===== config.mk =====
export PLATFORM = sky130hd
export DESIGN_NAME = mscg_top
export DESIGN_NICKNAME = d
export VERILOG_FILES = /design/src/hdl/mscg_pkg.sv /design/src/hdl/mscg_halt_detect.sv /design/src/hdl/mscg_top.sv
export SDC_FILE = /design/constraint.sdc
export NUM_CORES = 1
export LEC_CHECK = 0
export BUFFER_PORTS_ARGS = -buffer_cell sky130_fd_sc_hd__buf_2
export CAP_MARGIN = 20
export CORE_MARGIN = 2
export CORE_UTILIZATION = 50
export CTS_BUF_LIST = sky130_fd_sc_hd__clkbuf_4
export DETAILED_ROUTE_END_ITERATION = 8
export GPL_TIMING_DRIVEN = 0
export HOLD_SLACK_MARGIN = 0.12
export PLACE_DENSITY = 0.8
export RECOVER_POWER = 50
export SETUP_SLACK_MARGIN = 0.15
export SYNTH_ARGS = -nofsm -noshare
export SYNTH_HDL_FRONTEND = slang
export SYNTH_HIERARCHICAL = 1
export SYNTH_SLANG_ARGS = --single-unit

===== constraint.sdc =====
create_clock -name clk -period 2 [get_ports clk]
set_input_delay 0.1 -clock clk [delete_from_list [all_inputs] [get_ports clk]]
set_output_delay 0.1 -clock clk [all_outputs]
set_load 0.05 [all_outputs]

===== src/hdl/mscg_pkg.sv =====
// Package for the mode-select and clock-generation control block.
// Assumes a single 25 MHz clock domain and synchronous active-low reset.
package mscg_pkg;

    // ==========================================================================
    // Timing
    // ==========================================================================
    localparam int unsigned CLK_PERIOD_NS = 40;
    // Longest gap between clock-input edges before a halt is declared
    localparam int unsigned HALT_TIMEOUT_NS = 2000;
    localparam int unsigned HALT_TIMEOUT_CYC = (HALT_TIMEOUT_NS / CLK_PERIOD_NS < 1) ? 1 :
        HALT_TIMEOUT_NS / CLK_PERIOD_NS;
    localparam int unsigned PRESCALE_WIDTH = 13;
    localparam logic [12:0] PRESCALE_RESET = 13'h0000;

    // ==========================================================================
    // Encodings
    // ==========================================================================
    localparam logic [1:0] PLL_X1 = 2'h0;
    localparam logic [1:0] PLL_X2 = 2'h1;
    localparam logic [1:0] PLL_X4 = 2'h2;
    localparam logic [1:0] PLL_RSVD = 2'h3;

    localparam logic [1:0] BUS_W8 = 2'h0;
    localparam logic [1:0] BUS_W16 = 2'h1;
    localparam logic [1:0] BUS_W32 = 2'h2;
    localparam logic [1:0] BUS_WCFG = 2'h3;

    // Operating modes, one-hot
    typedef enum logic [7:0] {
        MSCG_MODE_MCU0 = 8'h01,
        MSCG_MODE_MCU1 = 8'h02,
        MSCG_MODE_MCU2 = 8'h04,
        MSCG_MODE_SINGLE = 8'h08,
        MSCG_MODE_ROMPROG = 8'h10,
        MSCG_MODE_BOOT = 8'h20,
        MSCG_MODE_USERPROG = 8'h40,
        MSCG_MODE_INVALID = 8'h80
    } mscg_mode_type;

    // Decoded configuration carried as one bundle
    typedef struct packed {
        logic rom_enable;
        logic ext_addr_enable;
        logic rom_program;
        logic [1:0] cs0_width;
        logic [1:0] pll_mult;
    } mscg_cfg_type;

    localparam mscg_cfg_type CFG_RESET = '{rom_enable: 1'b0, ext_addr_enable: 1'b0,
        rom_program: 1'b0, cs0_width: 2'h0, pll_mult: 2'h0};

endpackage : mscg_pkg


===== src/hdl/mscg_halt_detect.sv =====
// Clock-halt detector: watches edges of the sampled clock input.
// Assumes ext_clk_sample is already synchronous to clk.
module mscg_halt_detect #(
    parameter int unsigned TIMEOUT_CYC = mscg_pkg::HALT_TIMEOUT_CYC
) (
    // Clock and reset
    input wire logic clk,
    input wire logic rst_b,
    // Watched level
    input wire logic ext_clk_sample,
    // Result
    output logic halted
);
    localparam int unsigned CW = $clog2(TIMEOUT_CYC + 1);

    logic prev_level;
    logic [CW-1:0] gap_count;
    logic next_prev_level;
    logic [CW-1:0] next_gap_count;
    logic next_halted;

    // ==========================================================================
    // Gap counter
    // ==========================================================================
    // Our own clk is the free-running reference; any edge restarts the count
    always_comb begin
        next_prev_level = ext_clk_sample;
        next_gap_count = gap_count;
        next_halted = halted;
        if (ext_clk_sample != prev_level) begin
            next_gap_count = '0;
            next_halted = 1'b0;
        end else if (gap_count >= CW'(TIMEOUT_CYC)) begin
            next_halted = 1'b1;
        end else begin
            next_gap_count = gap_count + CW'(1);
        end
    end

    always_ff @(posedge clk) begin
        if (!rst_b) begin
            prev_level <= 1'b0;
            gap_count <= '0;
            halted <= 1'b0;
        end else begin
            prev_level <= next_prev_level;
            gap_count <= next_gap_count;
            halted <= next_halted;
        end
    end

endmodule : mscg_halt_detect


===== src/hdl/mscg_top.sv =====
// Mode-pin decode, PLL multiplier select, prescaler and timer-pin guard.
// Assumes strap pins and clock-input sample are synchronous to clk.
// Pins forced to high impedance are also driven low.
//
// What this block does
// - Mode 0: ROM off, chip-select-zero external, 8 bit small, 16 bit large.
// - Mode 1: ROM off, chip-select-zero external, 16 bit small, 32 bit large.
// - Mode 2: ROM on over 32 bits; external width from bus config.
// - Single-chip mode: all ports general I/O, no external address accesses.
// - Write-protect pin and all four mode pins high enter ROM programming.
// - Clock-mode pins 00, 01, 10 give x1, x2, x4; 11 reserved.
// - Clock-mode pins mean clock mode only in operating modes 0 to 3.
// - Flash variant: second mode pin sampled when leaving reset.
// - Prescaler gives peripheral clocks from half to 1/8192 of system clock.
// - Clock halt forces six timer pins to high impedance.
// - Standby also holds the six timer pins at high impedance.
// - Timer pins return to configured behaviour once standby is cancelled.
// - Halt outside standby leaves operation undefined, even after restart.
// - Sleep with standby-select set enters standby, halting clock and CPU.
module mscg_top #(
    parameter int unsigned HALT_CYC = mscg_pkg::HALT_TIMEOUT_CYC,
    parameter int unsigned PIN_COUNT = 6
) (
    // Clock and reset
    input wire logic clk,
    input wire logic rst_b,

    // Strap pins
    input wire logic op_mode_pin_0,
    input wire logic op_mode_pin_1,
    input wire logic clk_mode_pin_0,
    input wire logic clk_mode_pin_1,
    input wire logic flash_write_protect_pin,
    input wire logic large_package,
    input wire logic flash_variant,

    // Configuration from elsewhere
    input wire logic [1:0] bus_width_config,
    input wire logic standby_select,
    input wire logic sleep_exec,
    input wire logic standby_cancel,

    // Clock input level, sampled
    input wire logic ext_clock_in,

    // Timer pins as configured by pin-function control
    input wire logic [PIN_COUNT-1:0] timer_out,
    input wire logic [PIN_COUNT-1:0] timer_oe,

    // Decoded configuration
    output mscg_pkg::mscg_cfg_type cfg,
    output mscg_pkg::mscg_mode_type mode,
    output logic ports_general_io,

    // Power state and clocks
    output logic standby,
    output logic clk_halted,
    output logic state_undefined,
    output logic [mscg_pkg::PRESCALE_WIDTH-1:0] periph_clk,

    // Guarded timer pins
    output logic [PIN_COUNT-1:0] timer_pin_out,
    output logic [PIN_COUNT-1:0] timer_pin_oe
);

    // ==========================================================================
    // Decode helpers
    // ==========================================================================
    // Operating mode from the five strap pins
    function automatic mscg_pkg::mscg_mode_type mscg_decode(input logic wp,
        input logic [3:0] md);
        mscg_pkg::mscg_mode_type m;

        m = mscg_pkg::MSCG_MODE_INVALID;
        // Protect pin low selects the flash programming modes
        if (wp) begin
            if (md == 4'hf) begin
                m = mscg_pkg::MSCG_MODE_ROMPROG;
            end else begin
                case (md[1:0])
                    2'h0: m = mscg_pkg::MSCG_MODE_MCU0;
                    2'h1: m = mscg_pkg::MSCG_MODE_MCU1;
                    2'h2: m = mscg_pkg::MSCG_MODE_MCU2;
                    default: m = mscg_pkg::MSCG_MODE_SINGLE;
                endcase
            end
        end else begin
            case (md[1:0])
                2'h0: m = mscg_pkg::MSCG_MODE_BOOT;
                2'h2: m = mscg_pkg::MSCG_MODE_USERPROG;
                default: m = mscg_pkg::MSCG_MODE_INVALID;
            endcase
        end

        return m;
    endfunction : mscg_decode

    // Configuration bundle for one mode
    function automatic mscg_pkg::mscg_cfg_type mscg_config(input mscg_pkg::mscg_mode_type m,
        input logic big, input logic [1:0] cm);
        mscg_pkg::mscg_cfg_type c;

        c = mscg_pkg::CFG_RESET;
        c.pll_mult = cm;

        case (m)
            mscg_pkg::MSCG_MODE_MCU0: begin
                c.ext_addr_enable = 1'b1;
                c.cs0_width = big ? mscg_pkg::BUS_W16 : mscg_pkg::BUS_W8;
            end
            mscg_pkg::MSCG_MODE_MCU1: begin
                c.ext_addr_enable = 1'b1;
                c.cs0_width = big ? mscg_pkg::BUS_W32 : mscg_pkg::BUS_W16;
            end
            mscg_pkg::MSCG_MODE_MCU2, mscg_pkg::MSCG_MODE_BOOT, mscg_pkg::MSCG_MODE_USERPROG: begin
                c.rom_enable = 1'b1;
                c.ext_addr_enable = 1'b1;
                c.cs0_width = mscg_pkg::BUS_WCFG;
            end
            mscg_pkg::MSCG_MODE_SINGLE: begin
                c.rom_enable = 1'b1;
                c.ext_addr_enable = 1'b0;
            end
            mscg_pkg::MSCG_MODE_ROMPROG: begin
                c.rom_enable = 1'b1;
                c.rom_program = 1'b1;
                c.pll_mult = mscg_pkg::PLL_RSVD;
            end
            default: begin
                c.pll_mult = mscg_pkg::PLL_X1;
            end
        endcase

        // Clock-mode pins only count in modes 0 to 3; 11 there is reserved
        if (!(m inside {mscg_pkg::MSCG_MODE_MCU0,
            mscg_pkg::MSCG_MODE_MCU1,
            mscg_pkg::MSCG_MODE_MCU2,
            mscg_pkg::MSCG_MODE_SINGLE,
            mscg_pkg::MSCG_MODE_ROMPROG})) begin
            c.pll_mult = mscg_pkg::PLL_X1;
        end else if (m != mscg_pkg::MSCG_MODE_ROMPROG && cm == mscg_pkg::PLL_RSVD) begin
            c.pll_mult = mscg_pkg::PLL_X1;
        end

        return c;
    endfunction : mscg_config

    // ==========================================================================
    // Strap capture
    // ==========================================================================
    // Straps are latched on the first cycle after reset release. The board keeps
    // them fixed a flash part may move the second pin during reset and we
    // still take the level seen at release.
    logic captured;
    logic next_captured;

    mscg_pkg::mscg_mode_type next_mode;
    mscg_pkg::mscg_cfg_type next_cfg;
    logic next_ports_general_io;
    mscg_pkg::mscg_mode_type live_mode;

    // Live decode until captured, then hold; cs0_width still follows bus_width_config in mode 2, boot and user programming
    always_comb begin
        live_mode = mscg_decode(flash_write_protect_pin,
            {clk_mode_pin_1, clk_mode_pin_0, op_mode_pin_1, op_mode_pin_0});
        next_captured = 1'b1;
        next_mode = mode;
        next_cfg = cfg;
        next_ports_general_io = ports_general_io;
        if (!captured) begin
            next_mode = live_mode;
            next_cfg = mscg_config(live_mode, large_package, {clk_mode_pin_1, clk_mode_pin_0});
            next_ports_general_io = (live_mode == mscg_pkg::MSCG_MODE_SINGLE);
        end else if (!flash_variant) begin
            next_mode = mode; // Non-flash parts never re-sample
        end
        next_cfg.cs0_width = (next_mode inside {mscg_pkg::MSCG_MODE_MCU2, mscg_pkg::MSCG_MODE_BOOT,
            mscg_pkg::MSCG_MODE_USERPROG}) ? bus_width_config : next_cfg.cs0_width;
    end

    // Capture registers
    always_ff @(posedge clk) begin
        if (!rst_b) begin
            captured <= 1'b0;
            mode <= mscg_pkg::MSCG_MODE_INVALID;
            cfg <= mscg_pkg::CFG_RESET;
            ports_general_io <= 1'b0;
        end else begin
            captured <= next_captured;
            mode <= next_mode;
            cfg <= next_cfg;
            ports_general_io <= next_ports_general_io;
        end
    end

    // ==========================================================================
    // Standby state
    // ==========================================================================
    // Entry is a sleep with standby-select set; cancel wins only once in standby
    logic next_standby;

    always_comb begin
        next_standby = standby;
        if (!standby && sleep_exec && standby_select) begin
            next_standby = 1'b1;
        end else if (standby && standby_cancel) begin
            next_standby = 1'b0;
        end
    end

    // Standby register
    always_ff @(posedge clk) begin
        if (!rst_b) begin
            standby <= 1'b0;
        end else begin
            standby <= next_standby;
        end
    end

    // ==========================================================================
    // Prescaler
    // ==========================================================================
    // Bit n toggles at system clock / 2^(n+1), giving /2 to /8192; held in standby
    logic [mscg_pkg::PRESCALE_WIDTH-1:0] next_periph_clk;

    // Frozen in standby, where the oscillator is stopped
    always_comb begin
        next_periph_clk = standby ? periph_clk : periph_clk + 13'h0001;
    end

    // Prescaler register
    always_ff @(posedge clk) begin
        if (!rst_b) begin
            periph_clk <= mscg_pkg::PRESCALE_RESET;
        end else begin
            periph_clk <= next_periph_clk;
        end
    end

    // ==========================================================================
    // Halt detection and timer-pin guard
    // ==========================================================================
    logic halt_raw;
    // Held clear in standby, else a stale count flags a halt on wake-up
    logic halt_rst_b;

    always_comb begin
        halt_rst_b = rst_b && !standby;
    end

    mscg_halt_detect #(
        .TIMEOUT_CYC(HALT_CYC)
    ) u_halt (
        .clk(clk),
        .rst_b(halt_rst_b),
        .ext_clk_sample(ext_clock_in),
        .halted(halt_raw)
    );

    // In standby the clock input is held high, so the halt flag is masked there
    logic next_clk_halted;
    logic next_state_undefined;
    logic [PIN_COUNT-1:0] next_pin_out;
    logic [PIN_COUNT-1:0] next_pin_oe;

    // Pins follow their configuration unless guarded
    always_comb begin
        next_clk_halted = halt_raw && !standby;
        // Sticky: a halt outside standby is never healed, only reset clears it
        next_state_undefined = state_undefined || next_clk_halted;
        next_pin_out = timer_out;
        next_pin_oe = timer_oe;
        if (next_clk_halted || state_undefined) begin
            next_pin_oe = '0;
            next_pin_out = '0;
        end else if (next_standby) begin
            next_pin_oe = '0;
            next_pin_out = '0;
        end
    end

    // Guarded outputs, straight from flops
    always_ff @(posedge clk) begin
        if (!rst_b) begin
            clk_halted <= 1'b0;
            state_undefined <= 1'b0;
            timer_pin_out <= '0;
            timer_pin_oe <= '0;
        end else begin
            clk_halted <= next_clk_halted;
            state_undefined <= next_state_undefined;
            timer_pin_out <= next_pin_out;
            timer_pin_oe <= next_pin_oe;
        end
    end

endmodule : mscg_top


==> results by group <==
Critical path
  • Crit-path max FO: 10
  • Crit path capture type: register
  • Critical path data required time: between 2 and 2.5 ns
  • Arrival time worst endpoint: 2.07 ns
  • Type of element launching the critical path: input pin
  • Cell-by-cell trace of the critical path: dlygate4sd3_1 -> buf_4 -> nor2b_1 -> nand4_1 -> dlygate4sd3_1 -> a21oi_1
  • Slowest Stage Delay on Critical Path: ~0.60 ns
  • Library cell appearing most often on the critical path: sky130_fd_sc_hd__dlygate4sd3_1
  • Critical-path cell with the highest stage delay: sky130_fd_sc_hd__dlygate4sd3_1
  • Setup slack of the worst register-to-register path: 0.31 ns
  • Setup Crit Path Kind: input pin to register

Yosys
  • Syn_area_per_cell: around 9.4 um^2
  • Share of the synthesized area in compound gates (AO/OA/AOI/OAI): 11.2%
  • XOR/XNOR share of the synthesized area: roughly 4.4%
  • Top cell type's share of synthesized area: about 48%
  • Main combinational cell family by area after synthesis: simple AND/OR/NAND/NOR gates
  • Cell count after synthesis: 233
  • Sequential share of the synthesized area: 48.3%
  • Top post-synthesis cells by area: sky130_fd_sc_hd__dfxtp_1 (48%), sky130_fd_sc_hd__nor2_1 (5.5%), sky130_fd_sc_hd__and2_1 (4.0%), sky130_fd_sc_hd__xor2_1 (3.2%), sky130_fd_sc_hd__nand2_1 (3.1%)
  • Synth warnings: 6
  • Area fraction in and, or, nand and nor cells after synthesis: 27.5%
  • Cell area after technology mapping: 0.00219 mm^2
  • Multiplexer share of the synthesized area: 2.79%
  • Number of distinct standard cells referenced by the synthesized netlist: 53
  • Ys async rst share: 0%
  • Post-synthesis register bit count: 53
  • Dominant cell type by area after synthesis: sky130_fd_sc_hd__dfxtp_1
  • Number of enable-type register cells in the synthesized netlist: 0
  • Post-synthesis adder-cell area fraction: 1.71%
  • Post-synth top flop: sky130_fd_sc_hd__dfxtp_1
  • Number of nets produced by synthesis: 263

Place
  • Number of buffers inserted by port buffering: 67
  • DP Wirelength: roughly 3.3 mm
  • Final Wtd Congestion: just under 0.8

Detailed routing
  • Router iterations before antenna repair: 5
  • Average vias per placed instance: 5.13
  • Remaining number of nets flagged by the antenna check after routing: 0
  • WL final: 4.99 mm
  • Via total after detailed routing: between 1,500 and 2,000
  • 1st-iter DRT viols: 117
  • Drt drc: 0
  • Met2 wirelength from detailed routing: 2.44 mm
  • Routed length on met3: 207 um
  • Met1 wire length: between 2 and 2.5 mm
  • Routed len/inst: roughly 13 um
  • Top layer in use: met4

Finish
  • Most common library cell in the layout ignoring fill and taps: sky130_fd_sc_hd__dfxtp_1
  • Number of fill cells in the layout: between 300 and 400
  • Diode count: 0
  • Area delta synth->final: 30.4%
  • Commonest non-fill, non-tap cells in the layout: sky130_fd_sc_hd__dfxtp_1 (53), sky130_fd_sc_hd__buf_2 (37), sky130_fd_sc_hd__clkbuf_1 (36), sky130_fd_sc_hd__nor2_1 (32), sky130_fd_sc_hd__dlygate4sd3_1 (23)
  • Nets: 360
  • Share of post-route cells with drive strength above 1: approximately a fifth

STA
  • Skew final: between 0.01 and 0.015 ns
  • Worst-case headroom to the max-slew limit: roughly 58%
  • Number of max-slew violations in the final report: 0
  • Final setup TNS: 0 ns
  • Unrepaired setup endpoints after global routing: no
  • Time the worst path needs with I/O delays and setup: 1.78 ns
  • Total setup violations reported at the end of the flow: 0
  • Final period util: about 89%
  • Max Freq: 0.563 GHz
  • Final hold violation count: 0
  • Least-Margin Pin Slew: 0.638 ns

Job
  • Number of violations of the max-capacitance limit: 0

Power and ir drop
  • PnR Total Power: about 2100 uW
  • Power Density: about 730 mW/mm^2
  • Peak VDD IR: 693 uV
  • P_leak: 0.00119 uW

Worst hold path
  • HP Class: input pin to register

Clocking
  • TritonCTS clock tree: yes
  • Num CTS Buffers: 5
  • H-tree levels: 2
  • Post-CTS setup-driven buffer insertion count: 0
  • Skew-Pair Late Insertion Delay: between 0.3 and 0.4 ns
  • Root buffer cell: sky130_fd_sc_hd__clkbuf_4
  • Maximum count of clock buffers along a single path: 2
  • Total clock sinks: 53
  • Clock transition at the registers of the reported paths: 0.16 ns

Global routing
  • Pin count of the biggest net entering global routing: 18
  • Overflow left after global routing: 0
  • Number of antenna violations at the first check in global routing: 0
  • Global-route wire length before repair: 8.39 mm
  • Aggregate global-route resource usage: approximately a fifth
  • Number of global-route vias before repair: 1,921

Floorplan
  • Horizontal die dimension: 70.3 um
  • Area of the die: 0.00494 mm^2
  • Effective utilization at floorplan: 51.1%
  • Top-level port count: slightly above 70
  • Core ar.: 0.00429 mm^2
  • Num rows: 24
  • Die Ht: 70.3 um

Outcome
  • Status: complete, no violations
[synth_stat cells, types with 4 or more instances]
cell,n
sky130_fd_sc_hd__nand2_1,18
sky130_fd_sc_hd__nand3_1,7
sky130_fd_sc_hd__a21oi_1,11
sky130_fd_sc_hd__nor2b_1,4
sky130_fd_sc_hd__and2_1,14
sky130_fd_sc_hd__mux2i_1,5
sky130_fd_sc_hd__nor2_1,32
sky130_fd_sc_hd__nand4_1,4
sky130_fd_sc_hd__o21ai_0,5
sky130_fd_sc_hd__dfxtp_1,53
sky130_fd_sc_hd__xor2_1,8
sky130_fd_sc_hd__nor3_1,8
[layer usage]
| metal | global-route usage (%) | vias to the layer above |
|---|---|---|
| met2 | 37.2 | 56 |
| met5 | 0 | - |
| li1 | - | 994 |
| met3 | 4.76 | 12 |
| met1 | 25.3 | 904 |
| met4 | 6.41 | 0 |
[through the flow]
step	setup slack [ns]	hold WS, ns	cells	utilization (%)	instance area [um^2]
6_report	0.222	0.162	383	66.7	2860
5_1_grt	0.181	0.163	383	66.7	2860
4_1_cts	0.301	0.157	383	67.7	2910
3_5_place_dp	0.596	0.254	352	60.4	2590
3_3_place_gp	0.579	0.256	352	60.4	2590
2_1_floorplan	0.401	0.128	233	-	2190
[logic make-up (layout without fill, tap and decap cells)]
logic type | Yosys count | count (layout)
AO/OA/AOI/OAI | 35 | 35
flip-flops | 53 | 53
XOR/XNOR | 11 | 11
adder cells (fa/ha/maj) | 3 | 3
buffers and inverters | 15 | 113
AND/OR/NAND/NOR | 110 | 110
multiplexers | 6 | 6
[state kept, by name, summed over array words and instances, names as in the netlist]
register           cells
timer_pin_out          6
state_undefined        1
timer_pin_oe           6
captured               1
u_halt/halted          1
standby                1
clk_halted             1
periph_clk            13
u_halt/gap_count       6
ports_general_io       1
mode                   8
cfg                    7
u_halt/prev_level      1
[timing repair]
item / 4_1_cts / 5_1_grt
hold endpoints to repair: 27 / 0
hold buffers: 23 / 0
resized for setup: 0 / 0
[final cells by class]
| class | instances | area (um^2) | share of cell area, % |
|---|---|---|---|
| well taps | 52 | 65.1 | 2.27 |
| plain buffers | 11 | 75.1 | 2.62 |
| flip-flops and latches | 53 | 1060 | 37.1 |
| multi-input cells | 165 | 1040 | 36.3 |
| clock buffers | 5 | 37.5 | 1.31 |
| clock inverters | 3 | 46.3 | 1.62 |
| repair buffers | 90 | 524 | 18.3 |
| inverters | 4 | 15.0 | 0.524 |
[path summary, 6_finish.rpt]
kind | from | endpoint | depth (start not counted)
worst max register to register | captured | mode[4] | 4
worst min register to register | ports_general_io | ports_general_io | 2
worst min-delay path | op_mode_pin_1 | mode[6] | 3
worst max-delay path | op_mode_pin_0 | mode[4] | 6
[worst max-delay path: cells and delay by family]
family          cells  cell delay (ns)
compound gates      1             0.17
buf+inv             3             1.30
simple gates        2             0.50
[where the power goes]
| part | switching (uW) | leakage [uW] | internal, uW |
|---|---|---|---|
| Combinational | 236 | 0.000715 | 125 |
| Sequential | 28.4 | 0.000433 | 1100 |
| Clock | 342 | 0.0000414 | 265 |
| Total | 606 | 0.00119 | 1490 |
No activity file was read; power rests on OpenSTA's default activity.
